### src/sor_regs.vh
// constants for spindle orientation input/output logic
`ifndef SOR_REGS_VH
`define SOR_REGS_VH
`define SOR_FN_ORIENT_REQ 8'h16
`define SOR_FN_DONE_POS 8'h1B
`define SOR_FN_DONE_NEG 8'h7F
`define SOR_FN_FAULT_POS 8'h1C
`define SOR_FN_FAULT_NEG 8'h80
`define SOR_INPOS_DEFAULT 8'h05
`define SOR_NUM_IN 12
`define SOR_NUM_OUT 7
`define SOR_POS_BITS 16
`define SOR_STOP_CYCLES 16'h2710
`define SOR_SYNC_SETTLE 3'h4
`define SOR_SEL_SPEED 7'h00
`endif

### src/sor_sync3.v
// three-stage input synchroniser with agreement filter
`timescale 1ns/10ps
module sor_sync3 #(
  parameter W = 1
) (
  input wire core_clk_i,
  input wire nrst_i,
  input wire [W-1:0] d_i,
  output reg [W-1:0] q_o
);
  reg [W-1:0] s1_r;
  reg [W-1:0] s2_r;
  reg [W-1:0] s3_r;
  always @(posedge core_clk_i) begin
    if (!nrst_i) begin
      s1_r <= {W{1'b0}};
      s2_r <= {W{1'b0}};
      s3_r <= {W{1'b0}};
      q_o <= {W{1'b0}};
    end else begin
      s1_r <= d_i;
      s2_r <= s1_r;
      s3_r <= s2_r;
      q_o <= (s2_r & s3_r) | (q_o & (s2_r | s3_r));
    end
  end
endmodule // sor_sync3

### src/sor_spindle_io.v
// spindle orientation encoder, command and terminal logic
`timescale 1ns/10ps
`include "sor_regs.vh"
module sor_spindle_io (
  input wire core_clk_i,
  input wire nrst_i,
  input wire enc_a_true_i,
  input wire enc_a_inverted_i,
  input wire enc_b_true_i,
  input wire enc_b_inverted_i,
  input wire enc_index_true_i,
  input wire enc_index_inverted_i,
  input wire [15:0] digital_cmd_word_i,
  input wire data_latch_gate_i,
  input wire latch_gate_used_i,
  input wire [6:0] command_word_select_i,
  input wire [`SOR_NUM_IN-1:0] input_terms_i,
  input wire [8*`SOR_NUM_IN-1:0] input_function_select_i,
  input wire [8*`SOR_NUM_OUT-1:0] output_function_select_i,
  input wire run_start_i,
  input wire [7:0] in_position_width_i,
  input wire [15:0] stop_target_i,
  output reg [15:0] speed_cmd_o,
  output reg [15:0] position_cmd_o,
  output reg [15:0] shaft_pos_o,
  output reg enc_pair_fault_o,
  output reg orient_request_o,
  output reg orient_done_o,
  output reg orient_fault_o,
  output reg [`SOR_NUM_OUT-1:0] output_terms_o
);
  // ==========================================
  // input synchronisation
  wire [5:0] enc_s;
  wire [`SOR_NUM_IN+17:0] ctl_s;
  sor_sync3 #(.W(6)) u_enc (
    .core_clk_i(core_clk_i),
    .nrst_i(nrst_i),
    .d_i({enc_a_true_i, enc_a_inverted_i, enc_b_true_i, enc_b_inverted_i,
          enc_index_true_i, enc_index_inverted_i}),
    .q_o(enc_s)
  );
  sor_sync3 #(.W(`SOR_NUM_IN+18)) u_ctl (
    .core_clk_i(core_clk_i),
    .nrst_i(nrst_i),
    .d_i({input_terms_i, run_start_i, data_latch_gate_i, digital_cmd_word_i}),
    .q_o(ctl_s)
  );
  wire enc_a = enc_s[5];
  wire enc_a_n = enc_s[4];
  wire enc_b = enc_s[3];
  wire enc_b_n = enc_s[2];
  wire enc_z = enc_s[1];
  wire enc_z_n = enc_s[0];
  wire [15:0] word_s = ctl_s[15:0];
  wire gate_s = ctl_s[16];
  wire run_s = ctl_s[17];
  wire [`SOR_NUM_IN-1:0] terms_s = ctl_s[`SOR_NUM_IN+17:18];
  // ==========================================
  // quadrature decode
  reg a_d_r;
  reg b_d_r;
  reg z_d_r;
  reg [15:0] stop_cnt_r;
  reg [15:0] pos_nxt;
  reg [15:0] stop_nxt;
  reg [2:0] settle_r;
  wire step = (enc_a ^ a_d_r) | (enc_b ^ b_d_r);
  wire dir_up = enc_a ^ b_d_r;
  wire index_rise = enc_z & ~z_d_r;
  wire pair_a_bad = (enc_a == enc_a_n);
  wire pair_b_bad = (enc_b == enc_b_n);
  wire pair_z_bad = (enc_z == enc_z_n);
  wire pair_bad = pair_a_bad | pair_b_bad | pair_z_bad;
  wire settled = (settle_r == `SOR_SYNC_SETTLE);
  wire stopped = (stop_cnt_r == `SOR_STOP_CYCLES);
  // ==========================================
  // synchroniser settle count
  // pairs read equal until the filters fill
  always @(posedge core_clk_i) begin
    if (!nrst_i)
      settle_r <= 3'h0;
    else if (!settled)
      settle_r <= settle_r + 3'h1;
  end
  // ==========================================
  // position and stop counter next values
  // quadrature and index
  always @* begin
    pos_nxt = shaft_pos_o;
    if (index_rise)
      pos_nxt = 16'h0000;
    else if (step && dir_up)
      pos_nxt = shaft_pos_o + 16'h0001;
    else if (step)
      pos_nxt = shaft_pos_o - 16'h0001;
  end
  always @* begin
    stop_nxt = stop_cnt_r;
    if (step)
      stop_nxt = 16'h0000;
    else if (!stopped)
      stop_nxt = stop_cnt_r + 16'h0001;
  end
  always @(posedge core_clk_i) begin
    if (!nrst_i) begin
      a_d_r <= 1'b0;
      b_d_r <= 1'b0;
      z_d_r <= 1'b0;
      shaft_pos_o <= 16'h0000;
      stop_cnt_r <= 16'h0000;
      enc_pair_fault_o <= 1'b0;
    end else begin
      a_d_r <= enc_a;
      b_d_r <= enc_b;
      z_d_r <= enc_z;
      enc_pair_fault_o <= pair_bad & settled;
      shaft_pos_o <= pos_nxt;
      stop_cnt_r <= stop_nxt;
    end
  end
  // ==========================================
  // command word latch
  reg [15:0] word_r;
  wire sel_speed = (command_word_select_i == `SOR_SEL_SPEED);
  wire sample_en = !latch_gate_used_i | gate_s;
  always @(posedge core_clk_i) begin
    if (!nrst_i)
      word_r <= 16'h0000;
    else if (sample_en)
      word_r <= word_s;
  end
  always @(posedge core_clk_i) begin
    if (!nrst_i) begin
      speed_cmd_o <= 16'h0000;
      position_cmd_o <= 16'h0000;
    end else if (sel_speed) begin
      speed_cmd_o <= word_r;
    end else begin
      position_cmd_o <= word_r;
    end
  end
  // ==========================================
  // orientation request routing
  wire [`SOR_NUM_IN-1:0] req_hit;
  genvar t;
  generate
    for (t = 0; t < `SOR_NUM_IN; t = t + 1) begin : g_req
      wire [7:0] in_fn = input_function_select_i[8*t +: 8];
      assign req_hit[t] = (in_fn == `SOR_FN_ORIENT_REQ) & terms_s[t];
    end
  endgenerate
  wire req_nxt = |req_hit;
  // ==========================================
  // in-position judgement
  reg [15:0] err_abs;
  reg in_zone;
  wire [15:0] err_raw = shaft_pos_o - stop_target_i;
  wire [15:0] zone_w = {8'h00, in_position_width_i};
  wire active = run_s & req_nxt;
  always @* begin
    err_abs = err_raw;
    if (err_raw[15])
      err_abs = 16'h0000 - err_raw;
    in_zone = (err_abs <= zone_w);
  end
  always @(posedge core_clk_i) begin
    if (!nrst_i) begin
      orient_request_o <= 1'b0;
      orient_done_o <= 1'b0;
      orient_fault_o <= 1'b0;
    end else begin
      orient_request_o <= req_nxt;
      orient_done_o <= active & stopped & in_zone;
      orient_fault_o <= active & stopped & !in_zone;
    end
  end
  // ==========================================
  // output terminal mapping
  genvar g;
  generate
    for (g = 0; g < `SOR_NUM_OUT; g = g + 1) begin : g_out
      wire [7:0] fn = output_function_select_i[8*g +: 8];
      always @(posedge core_clk_i) begin
        if (!nrst_i) begin
          output_terms_o[g] <= 1'b0;
        end else begin
          case (fn)
            `SOR_FN_DONE_POS: output_terms_o[g] <= orient_done_o;
            `SOR_FN_DONE_NEG: output_terms_o[g] <= !orient_done_o;
            `SOR_FN_FAULT_POS: output_terms_o[g] <= orient_fault_o;
            `SOR_FN_FAULT_NEG: output_terms_o[g] <= !orient_fault_o;
            default: output_terms_o[g] <= 1'b0;
          endcase
        end
      end
    end
  endgenerate
endmodule // sor_spindle_io

### config.mk
export PLATFORM = sky130hd
export DESIGN_NAME = sor_spindle_io
export DESIGN_NICKNAME = d
export VERILOG_FILES = /design/src/sor_sync3.v /design/src/sor_spindle_io.v
export VERILOG_INCLUDE_DIRS = /design/src
export SDC_FILE = /design/constraint.sdc
export NUM_CORES = 1
export LEC_CHECK = 0
export ABC_CLOCK_PERIOD_IN_PS = 6450
export BUFFER_PORTS_ARGS = -buffer_cell sky130_fd_sc_hd__clkbuf_2
export CORE_MARGIN = 5
export CORE_UTILIZATION = 43
export DETAILED_ROUTE_END_ITERATION = 10
export GPL_ROUTABILITY_DRIVEN = 0
export GPL_TIMING_DRIVEN = 0
export PLACE_DENSITY = 0.73
export SYNTH_ARGS = -nofsm -noshare
export SYNTH_HDL_FRONTEND = slang
export SYNTH_SLANG_ARGS = --single-unit
### constraint.sdc
create_clock -name core_clk_i -period 6.45 [get_ports core_clk_i]
set_clock_uncertainty 0.15 [all_clocks]
set_input_delay 0.645 -clock core_clk_i [delete_from_list [all_inputs] [get_ports core_clk_i]]
set_output_delay 0.645 -clock core_clk_i [all_outputs]
set_load 0.03 [all_outputs]
==> results of run 1 <==
==> power by group through the flow <==
stage	Clock, mW	Combinational, mW	Sequential, mW
floorplan	0	0.178	1.57
global placement	0	0.293	1.57
detailed placement	0	0.301	1.57
CTS	1.43	0.303	1.54
global route	1.49	0.341	1.54
finish	1.39	0.300	1.54
==> state kept, by name, indices dropped and copies added (netlist names) <==
signal            cells
z_d_r                 1
u_ctl.s1_r           30
b_d_r                 1
speed_cmd_o          16
u_ctl.s3_r           30
orient_done_o         1
u_enc.s2_r            6
u_enc.s1_r            6
output_terms_o        7
enc_pair_fault_o      1
a_d_r                 1
shaft_pos_o          16
word_r               16
settle_r              3
stop_cnt_r           16
u_enc.s3_r            6
orient_fault_o        1
u_ctl.q_o            30
orient_request_o      1
u_ctl.s2_r           30
u_enc.q_o             6
position_cmd_o       16
==> cell usage in the layout (no fill, tap or decap), types with 32 or more instances in the layout <==
cell type	synthesis	routed
a21boi_0	85	85
a21oi_1	32	32
and2_1	117	117
clkbuf_1	44	51
clkbuf_2	1	281
dfxtp_1	241	241
ha_1	42	42
inv_1	40	40
nand2_1	189	189
nor2_1	57	57
nor3_1	32	32
o21ai_0	76	76
xnor2_1	32	32
==> critical path, stage by stage, from the launching register on <==
cell      delay [ns]
dfxtp_1         0.43
ha_1            0.27
clkbuf_1        0.19
a21oi_1         0.22
nor2b_1         0.11
o21a_1          0.19
a31oi_1         0.24
o211a_1         0.32
clkbuf_1        0.31
o21ai_0         0.15
ha_1            0.30
nor2b_1         0.14
o21a_1          0.16
o21a_1          0.15
o21ai_0         0.15
a21oi_1         0.08
a211oi_1        0.23
a21oi_1         0.08
a221o_1         0.37
nor4_1          0.65
==> final timing paths <==
path	startpoint	to	slack, ns	depth (start not counted)
setup reg to reg	shaft_pos_o[8]$_SDFFE_PP0P_	orient_done_o$_SDFF_PN0_	1.38	19
hold reg to reg	u_ctl.s1_r[1]$_SDFF_PN0_	u_ctl.s2_r[1]$_SDFF_PN0_	0.28	1
hold / removal	input_terms_i[6]	u_ctl.s1_r[24]$_SDFF_PN0_	0.19	2
setup / recovery	shaft_pos_o[8]$_SDFFE_PP0P_	orient_done_o$_SDFF_PN0_	1.38	19
==> area by class of cell <==
type,instances,area share [%]
plain buffers,46,1.31
clock buffers,34,5.12
clock inverters,6,0.793
inverters,40,1.13
multi-input cells,884,41.6
flip-flops and latches,241,36.4
well taps,324,3.06
repair buffers,280,10.6
==> layer usage <==
| layer | GRT usage [%] | part of all wire (%) |
|---|---|---|
| met5 | 0 | 0 |
| met4 | 5.05 | 2.1 |
| met3 | 3.14 | 5.5 |
| met2 | 33.7 | 49 |
| met1 | 23.2 | 43 |
==> cell families after synthesis <==
group / count (synthesis) / share of synthesized area (%)
buf+inv: 86 / 3.04
simple gates: 510 / 24.7
fa+ha+maj: 44 / 5.30
xor+xnor: 52 / 4.27
mux: 7 / 0.680
flops: 241 / 45.2
compound gates: 271 / 16.8
==> per-stage QoR <==
stage | setup WS, ns | hold WS [ns]
floorplan | 2.17 | 0.262
finish | 1.38 | 0.195
CTS | 1.39 | 0.168
global placement | 1.03 | 0.262
global route | 0.944 | 0.178
detailed placement | 1.09 | 0.267
==> synthesized netlist by cell type, types with 3 or more instances <==
master | number | area (sq um)
nor4b_1 | 10 | 87.6
nand4bb_1 | 11 | 124
nor2_1 | 57 | 214
o21a_1 | 9 | 67.6
nor3_1 | 32 | 160
o21ai_0 | 76 | 380
o21bai_1 | 4 | 30.0
nand4_1 | 11 | 68.8
a21o_1 | 11 | 82.6
ha_1 | 42 | 526
or2_2 | 5 | 31.3
nand2_1 | 189 | 709
a41oi_1 | 7 | 61.3
nand3_1 | 24 | 120
a31oi_1 | 8 | 50.1
clkbuf_1 | 44 | 165
o31a_1 | 3 | 26.3
a211oi_1 | 5 | 37.5
o31ai_1 | 3 | 22.5
nor4_1 | 3 | 18.8
mux2i_1 | 5 | 50.1
o211ai_1 | 10 | 75.1
and2_1 | 117 | 732
dfxtp_1 | 241 | 4820
xnor2_1 | 32 | 280
nand4b_1 | 12 | 105
a21oi_1 | 32 | 160
inv_1 | 40 | 150
xor2_1 | 20 | 175
a21boi_0 | 85 | 638
and3_1 | 8 | 50.1
or3_1 | 5 | 31.3
nor2b_1 | 15 | 93.8
and4_1 | 3 | 26.3
nor3b_1 | 3 | 22.5
==> results.ini, run 1 <==
[outcome]
status = finished, final reports clean

[global_routing]
grt_usage_pct = 18.7
antenna_found_initial = 0
grt_pass1_vias = 9284
grt_overflow_total = 0
grt_max_degree = 16
grt_pass1_wl_mm = 44.3

[finish]
layout.nets = 1783
syn2layout_area_growth_pct = 24.3
design_area_sq_mm = 0.0133
multi_input_area_sq_mm = 0.00552
drive_above_1_share_pct = 21.1
fill_cells = 2303
stdcell_count = 1855
regArea_sq_mm = 0.00482
final_util_pct = 54.4
diodes = 0

[power]
p_sw_uw = 709
power_mw = 3.23
p_seq_share_pct = 47.7
ir_worst_vdd_mv = 0.168
netSwitchingFraction_pct = 22.0
p_comb_share_pct = 9.3
leakage_nw = 5.58
internal-power_mw = 2.52
p_clk_share_pct = 43.0
p_per_area_mw_per_mm2 = 244

[worst_setup_path]
critPathCaptureType = register
crit_required_ns = 6.62
arrival_ns = 5.25
crit_fanout = 10
crit_path_start_kind = register
crit_type = register to register

[timing]
tightest_slew_ns = 0.732
relSlewSlack_pct = 50.9
rsz0062_at_grt = false
fin_tns_setup_ns = 0
max_freq_mhz = 197
hold_viol = 0
period_needed_ns = 5.07
period_share_pct = 78.7
drv_slew = 0
setup_violations = 0

[place]
place_area_sq_mm = 0.0125
portBuffers = 280
dp_hpwl_mm = 21.6
dp_cells = 1815

[die]
num_rows = 57
ios = 281
die_y_microns = 168
coreArea_sq_mm = 0.0244
die_area_sq_mm = 0.0281
die_x_microns = 168
start_util_pct = 43.7

[clock_tree]
post_cts.repair.setup_buffers = 0
cts_root_buf = clkbuf_16
cts_buffers = 24
numClockSinks = 241
cts-htree-levels = 1
cts_resized = 0
clk_pin_slew_worst_paths_ns = 0.06
cts_tree = done
cts_buffer_depth = 3
cts_hold_buf = 0
worstSkewPairLatency_ns = 0.51

[drt]
wl_per_cell_microns = 14.5
vias = 9333
wirelength_mm = 27.0
drc = 0
postRouteAntennaNets = 0
dr.pass1.iters = 4
drt-initial-drc-count = 483
viasPerCell = 5.03

[logic_synthesis]
synth.net_count = 1477
synth-seq-area-share_pct = 45.2
synthesis.instances = 1211
synth-seq-cells = 241
ys_warn_count = 0
synthArstFlopShare_pct = 0
netlist_area_sq_mm = 0.0107
ys_types = 56
synth_flop_cell = dfxtp_1
synth_edf_count = 0
post_synth.cell_area_avg_sq_um = 8.81

[hold_path]
hp-class = input port to register

[flow_run]
maxCapViolCount = 0

No activity file was read; power rests on OpenSTA's default activity.
==> inputs of run 2 (changes only) <==
--- a/config.mk
+++ b/config.mk
@@ -6,14 +6,14 @@
 export SDC_FILE = /design/constraint.sdc
 export NUM_CORES = 1
 export LEC_CHECK = 0
-export ABC_CLOCK_PERIOD_IN_PS = 6450
+export ABC_CLOCK_PERIOD_IN_PS = 4200
 export BUFFER_PORTS_ARGS = -buffer_cell sky130_fd_sc_hd__clkbuf_2
 export CORE_MARGIN = 5
 export CORE_UTILIZATION = 43
 export DETAILED_ROUTE_END_ITERATION = 10
 export GPL_ROUTABILITY_DRIVEN = 0
 export GPL_TIMING_DRIVEN = 0
-export PLACE_DENSITY = 0.73
+export PLACE_DENSITY = 0.76
 export SYNTH_ARGS = -nofsm -noshare
 export SYNTH_HDL_FRONTEND = slang
 export SYNTH_SLANG_ARGS = --single-unit
==> constraint.sdc (replaced) <==
create_clock -name core_clk_i -period 4.2 [get_ports core_clk_i]
set_clock_uncertainty 0.15 [all_clocks]
set_input_delay 0.42 -clock core_clk_i [delete_from_list [all_inputs] [get_ports core_clk_i]]
set_output_delay 0.42 -clock core_clk_i [all_outputs]
set_load 0.03 [all_outputs]
==> run 2 against run 1 <==
  * Fmax rose by 26%
  * Critical path type unchanged
  * Total power is 56% higher
  * Clock-buffer cell count shrank 4
  * Clock power up 54%
  * Routed wire length up 4.7%
  * Sequential cell count did not move
  * Highest routed layer unchanged
  * Die area did not move
  * Worst hold slack worse by 0.12 ns
  * Register-to-register slack lost 1.2 ns
  * Utilization is 3.3 points higher
  * Sequential share of layout area fell by 1.9 points
  * Critical path depth down 6
  * Critical endpoint unchanged
==> results.ini, run 2 (synthesized netlist as in run 1, its figures left out) <==
[outcome]
status = finished, final reports clean  ; unchanged

[clock_tree]
cts_root_buf = clkbuf_16  ; unchanged
worstSkewPairLatency_ns = 0.51  ; about the same
cts-htree-levels = 1  ; unchanged
cts_tree = done  ; unchanged
cts_buffer_depth = 3  ; unchanged
numClockSinks = 241  ; unchanged
cts_buffers = 23  ; was 24
clk_pin_slew_worst_paths_ns = 0.06  ; about the same

[power]
p_comb_share_pct = 10.7  ; was 9.3%
p_per_area_mw_per_mm2 = 358  ; was 244 mW/mm^2
power_mw = 5.04  ; was 3.23 mW
p_clk_share_pct = 42.4  ; was 43.0%
ir_worst_vdd_mv = 0.264  ; was 0.168 mV
p_sw_mw = 1.12  ; was 709 uW
netSwitchingFraction_pct = 22.3  ; was 22.0%
internal-power_mw = 3.92  ; was 2.52 mW
leakage_nw = 5.87  ; was 5.58 nW
p_seq_share_pct = 46.9  ; was 47.7%

[finish]
design_area_sq_mm = 0.0141  ; was 0.0133 sq mm
final_common_cell = clkbuf_2  ; unchanged
drive_above_1_share_pct = 25.0  ; was 21.1%
stdcell_count = 1900  ; was 1855
diodes = 0  ; unchanged
layout_common_cells = 282 x clkbuf_2, 227 x dfxtp_1, 187 x nand2_1  ; was 281 x clkbuf_2, 241 x dfxtp_1, 189 x nand2_1
syn2layout_area_growth_pct = 31.9  ; was 24.3%
layout.nets = 1827  ; was 1783
fill_cells = 2157  ; was 2303
final_util_pct = 57.7  ; was 54.4%

[global_routing]
grt_pass1_vias = 9603  ; was 9284
grt_pass1_wl_mm = 45.3  ; was 44.3 mm
grt_overflow_total = 0  ; unchanged
grt_usage_pct = 19.1  ; was 18.7%
antenna_found_initial = 0  ; unchanged
grt_max_degree = 16  ; unchanged

[timing]
drv_slew = 0  ; unchanged
tightest_slew_ns = 0.877  ; was 0.732 ns
period_share_pct = 96.2  ; was 78.7%
max_freq_mhz = 247  ; was 197 MHz
setup_ws_ns = 0.159  ; was 1.38 ns
setup_violations = 0  ; unchanged
hold_viol = 0  ; unchanged
rsz0062_at_grt = true  ; was false
period_needed_ns = 4.04  ; was 5.07 ns
relSlewSlack_pct = 41.2  ; was 50.9%

[worst_setup_path]
crit_type = register to register  ; unchanged
crit_required_ns = 4.45  ; was 6.62 ns
critPathCaptureType = register  ; unchanged
regToRegSetupSlack_ns = 0.16  ; was 1.38 ns
crit_fanout = 6  ; was 10
crit_path_start_kind = register  ; unchanged
arrival_ns = 4.29  ; was 5.25 ns

[die]
die_area_sq_mm = 0.0281  ; unchanged
die_y_microns = 168  ; unchanged
ios = 281  ; unchanged
num_rows = 57  ; unchanged
coreArea_sq_mm = 0.0244  ; unchanged
start_util_pct = 43.7  ; unchanged
die_x_microns = 168  ; unchanged

[hold_path]
hp-class = input port to register  ; unchanged

[place]
place_area_sq_mm = 0.0125  ; unchanged
place_ws_ns = -0.952  ; was 1.09 ns
dp_cells = 1815  ; unchanged
dp_hpwl_mm = 21.6  ; about the same
portBuffers = 280  ; unchanged

[flow_run]
maxCapViolCount = 0  ; unchanged

[drt]
wirelength_mm = 28.2  ; was 27.0 mm
dr.pass1.iters = 5  ; was 4
wl_per_cell_microns = 14.9  ; was 14.5 microns
vias = 9618  ; was 9333
drt-initial-drc-count = 555  ; was 483
viasPerCell = 5.06  ; was 5.03
postRouteAntennaNets = 0  ; unchanged
drc = 0  ; unchanged

## run 2: cell count changes in the layout (fill, tap and decap cells not counted), sizes merged
cell / delta
dlygate4sd3: +36
buf: +13
clkbuf: -8
clkinv: +2
bufinv: +1
inv: +1
## run 2: layout make-up
type                    instances  area, sq um  area share, %
multi-input cells             884         5820           41.4
flip-flops and latches        241         4860           34.5
repair buffers                329         1880           13.3
clock buffers                  30          632           4.49
well taps                     324          405           2.88
plain buffers                  42          171           1.22
clock inverters                10          154           1.09
inverters                      40          150           1.07
## run 2: path summary, 6_finish.rpt
kind                                                   start                            to  cells past startpoint
worst min register to register      u_enc.s1_r[5]$_SDFF_PN0_      u_enc.s2_r[5]$_SDFF_PN0_                      1
worst max-delay path             shaft_pos_o[0]$_SDFFE_PP0P_      orient_done_o$_SDFF_PN0_                     13
worst max register to register   shaft_pos_o[0]$_SDFFE_PP0P_      orient_done_o$_SDFF_PN0_                     13
worst min-delay path            output_function_select_i[22]  output_terms_o[2]$_SDFF_PN0_                      4
## run 2: worst max-delay path, stage by stage (launching register included)
cell	delay, ns
dfxtp_4	0.34
inv_1	0.04
ha_1	0.19
fa_1	0.42
nor2b_2	0.18
o2111ai_2	0.18
a31oi_2	0.26
o2111ai_1	0.21
or3_1	0.38
clkbuf_2	0.15
or4_1	0.51
a21o_1	0.19
a221o_2	0.40
nor4_4	0.35
## run 2: metal layers
| metal | track usage [%] | routed length [microns] | up-vias |
|---|---|---|---|
| met5 | 0 | 0 | - |
| li1 | - | - | 4879 |
| met2 | 34.6 | 14100 | 299 |
| met1 | 23.3 | 11900 | 4385 |
| met3 | 2.90 | 1520 | 55 |
| met4 | 5.75 | 746 | 0 |
## run 2: power groups by stage
stage	Combinational (mW)	Sequential, mW	Clock [mW]
global route	0.601	2.37	2.28
floorplan	0.274	2.41	0
global placement	0.448	2.41	0
finish	0.540	2.36	2.14
detailed placement	0.461	2.42	0
CTS	0.504	2.37	2.19
## run 2: through the flow
step | TNS (ns) | hold WS [ns]
floorplan | 0 | 0.262
global placement | -2.99 | 0.263
detailed placement | -3.52 | 0.268
CTS | -0.00898 | 0.0533
global route | -0.0792 | 0.0932
finish | 0 | 0.0785
## run 2: what timing repair did
item,4_1_cts,5_1_grt
gates cloned,0,1
setup endpoints to repair,10,7
resized for setup,32,52
hold buffers,36,0
hold endpoints to repair,36,0
setup buffers,2,10
pin swaps,9,15
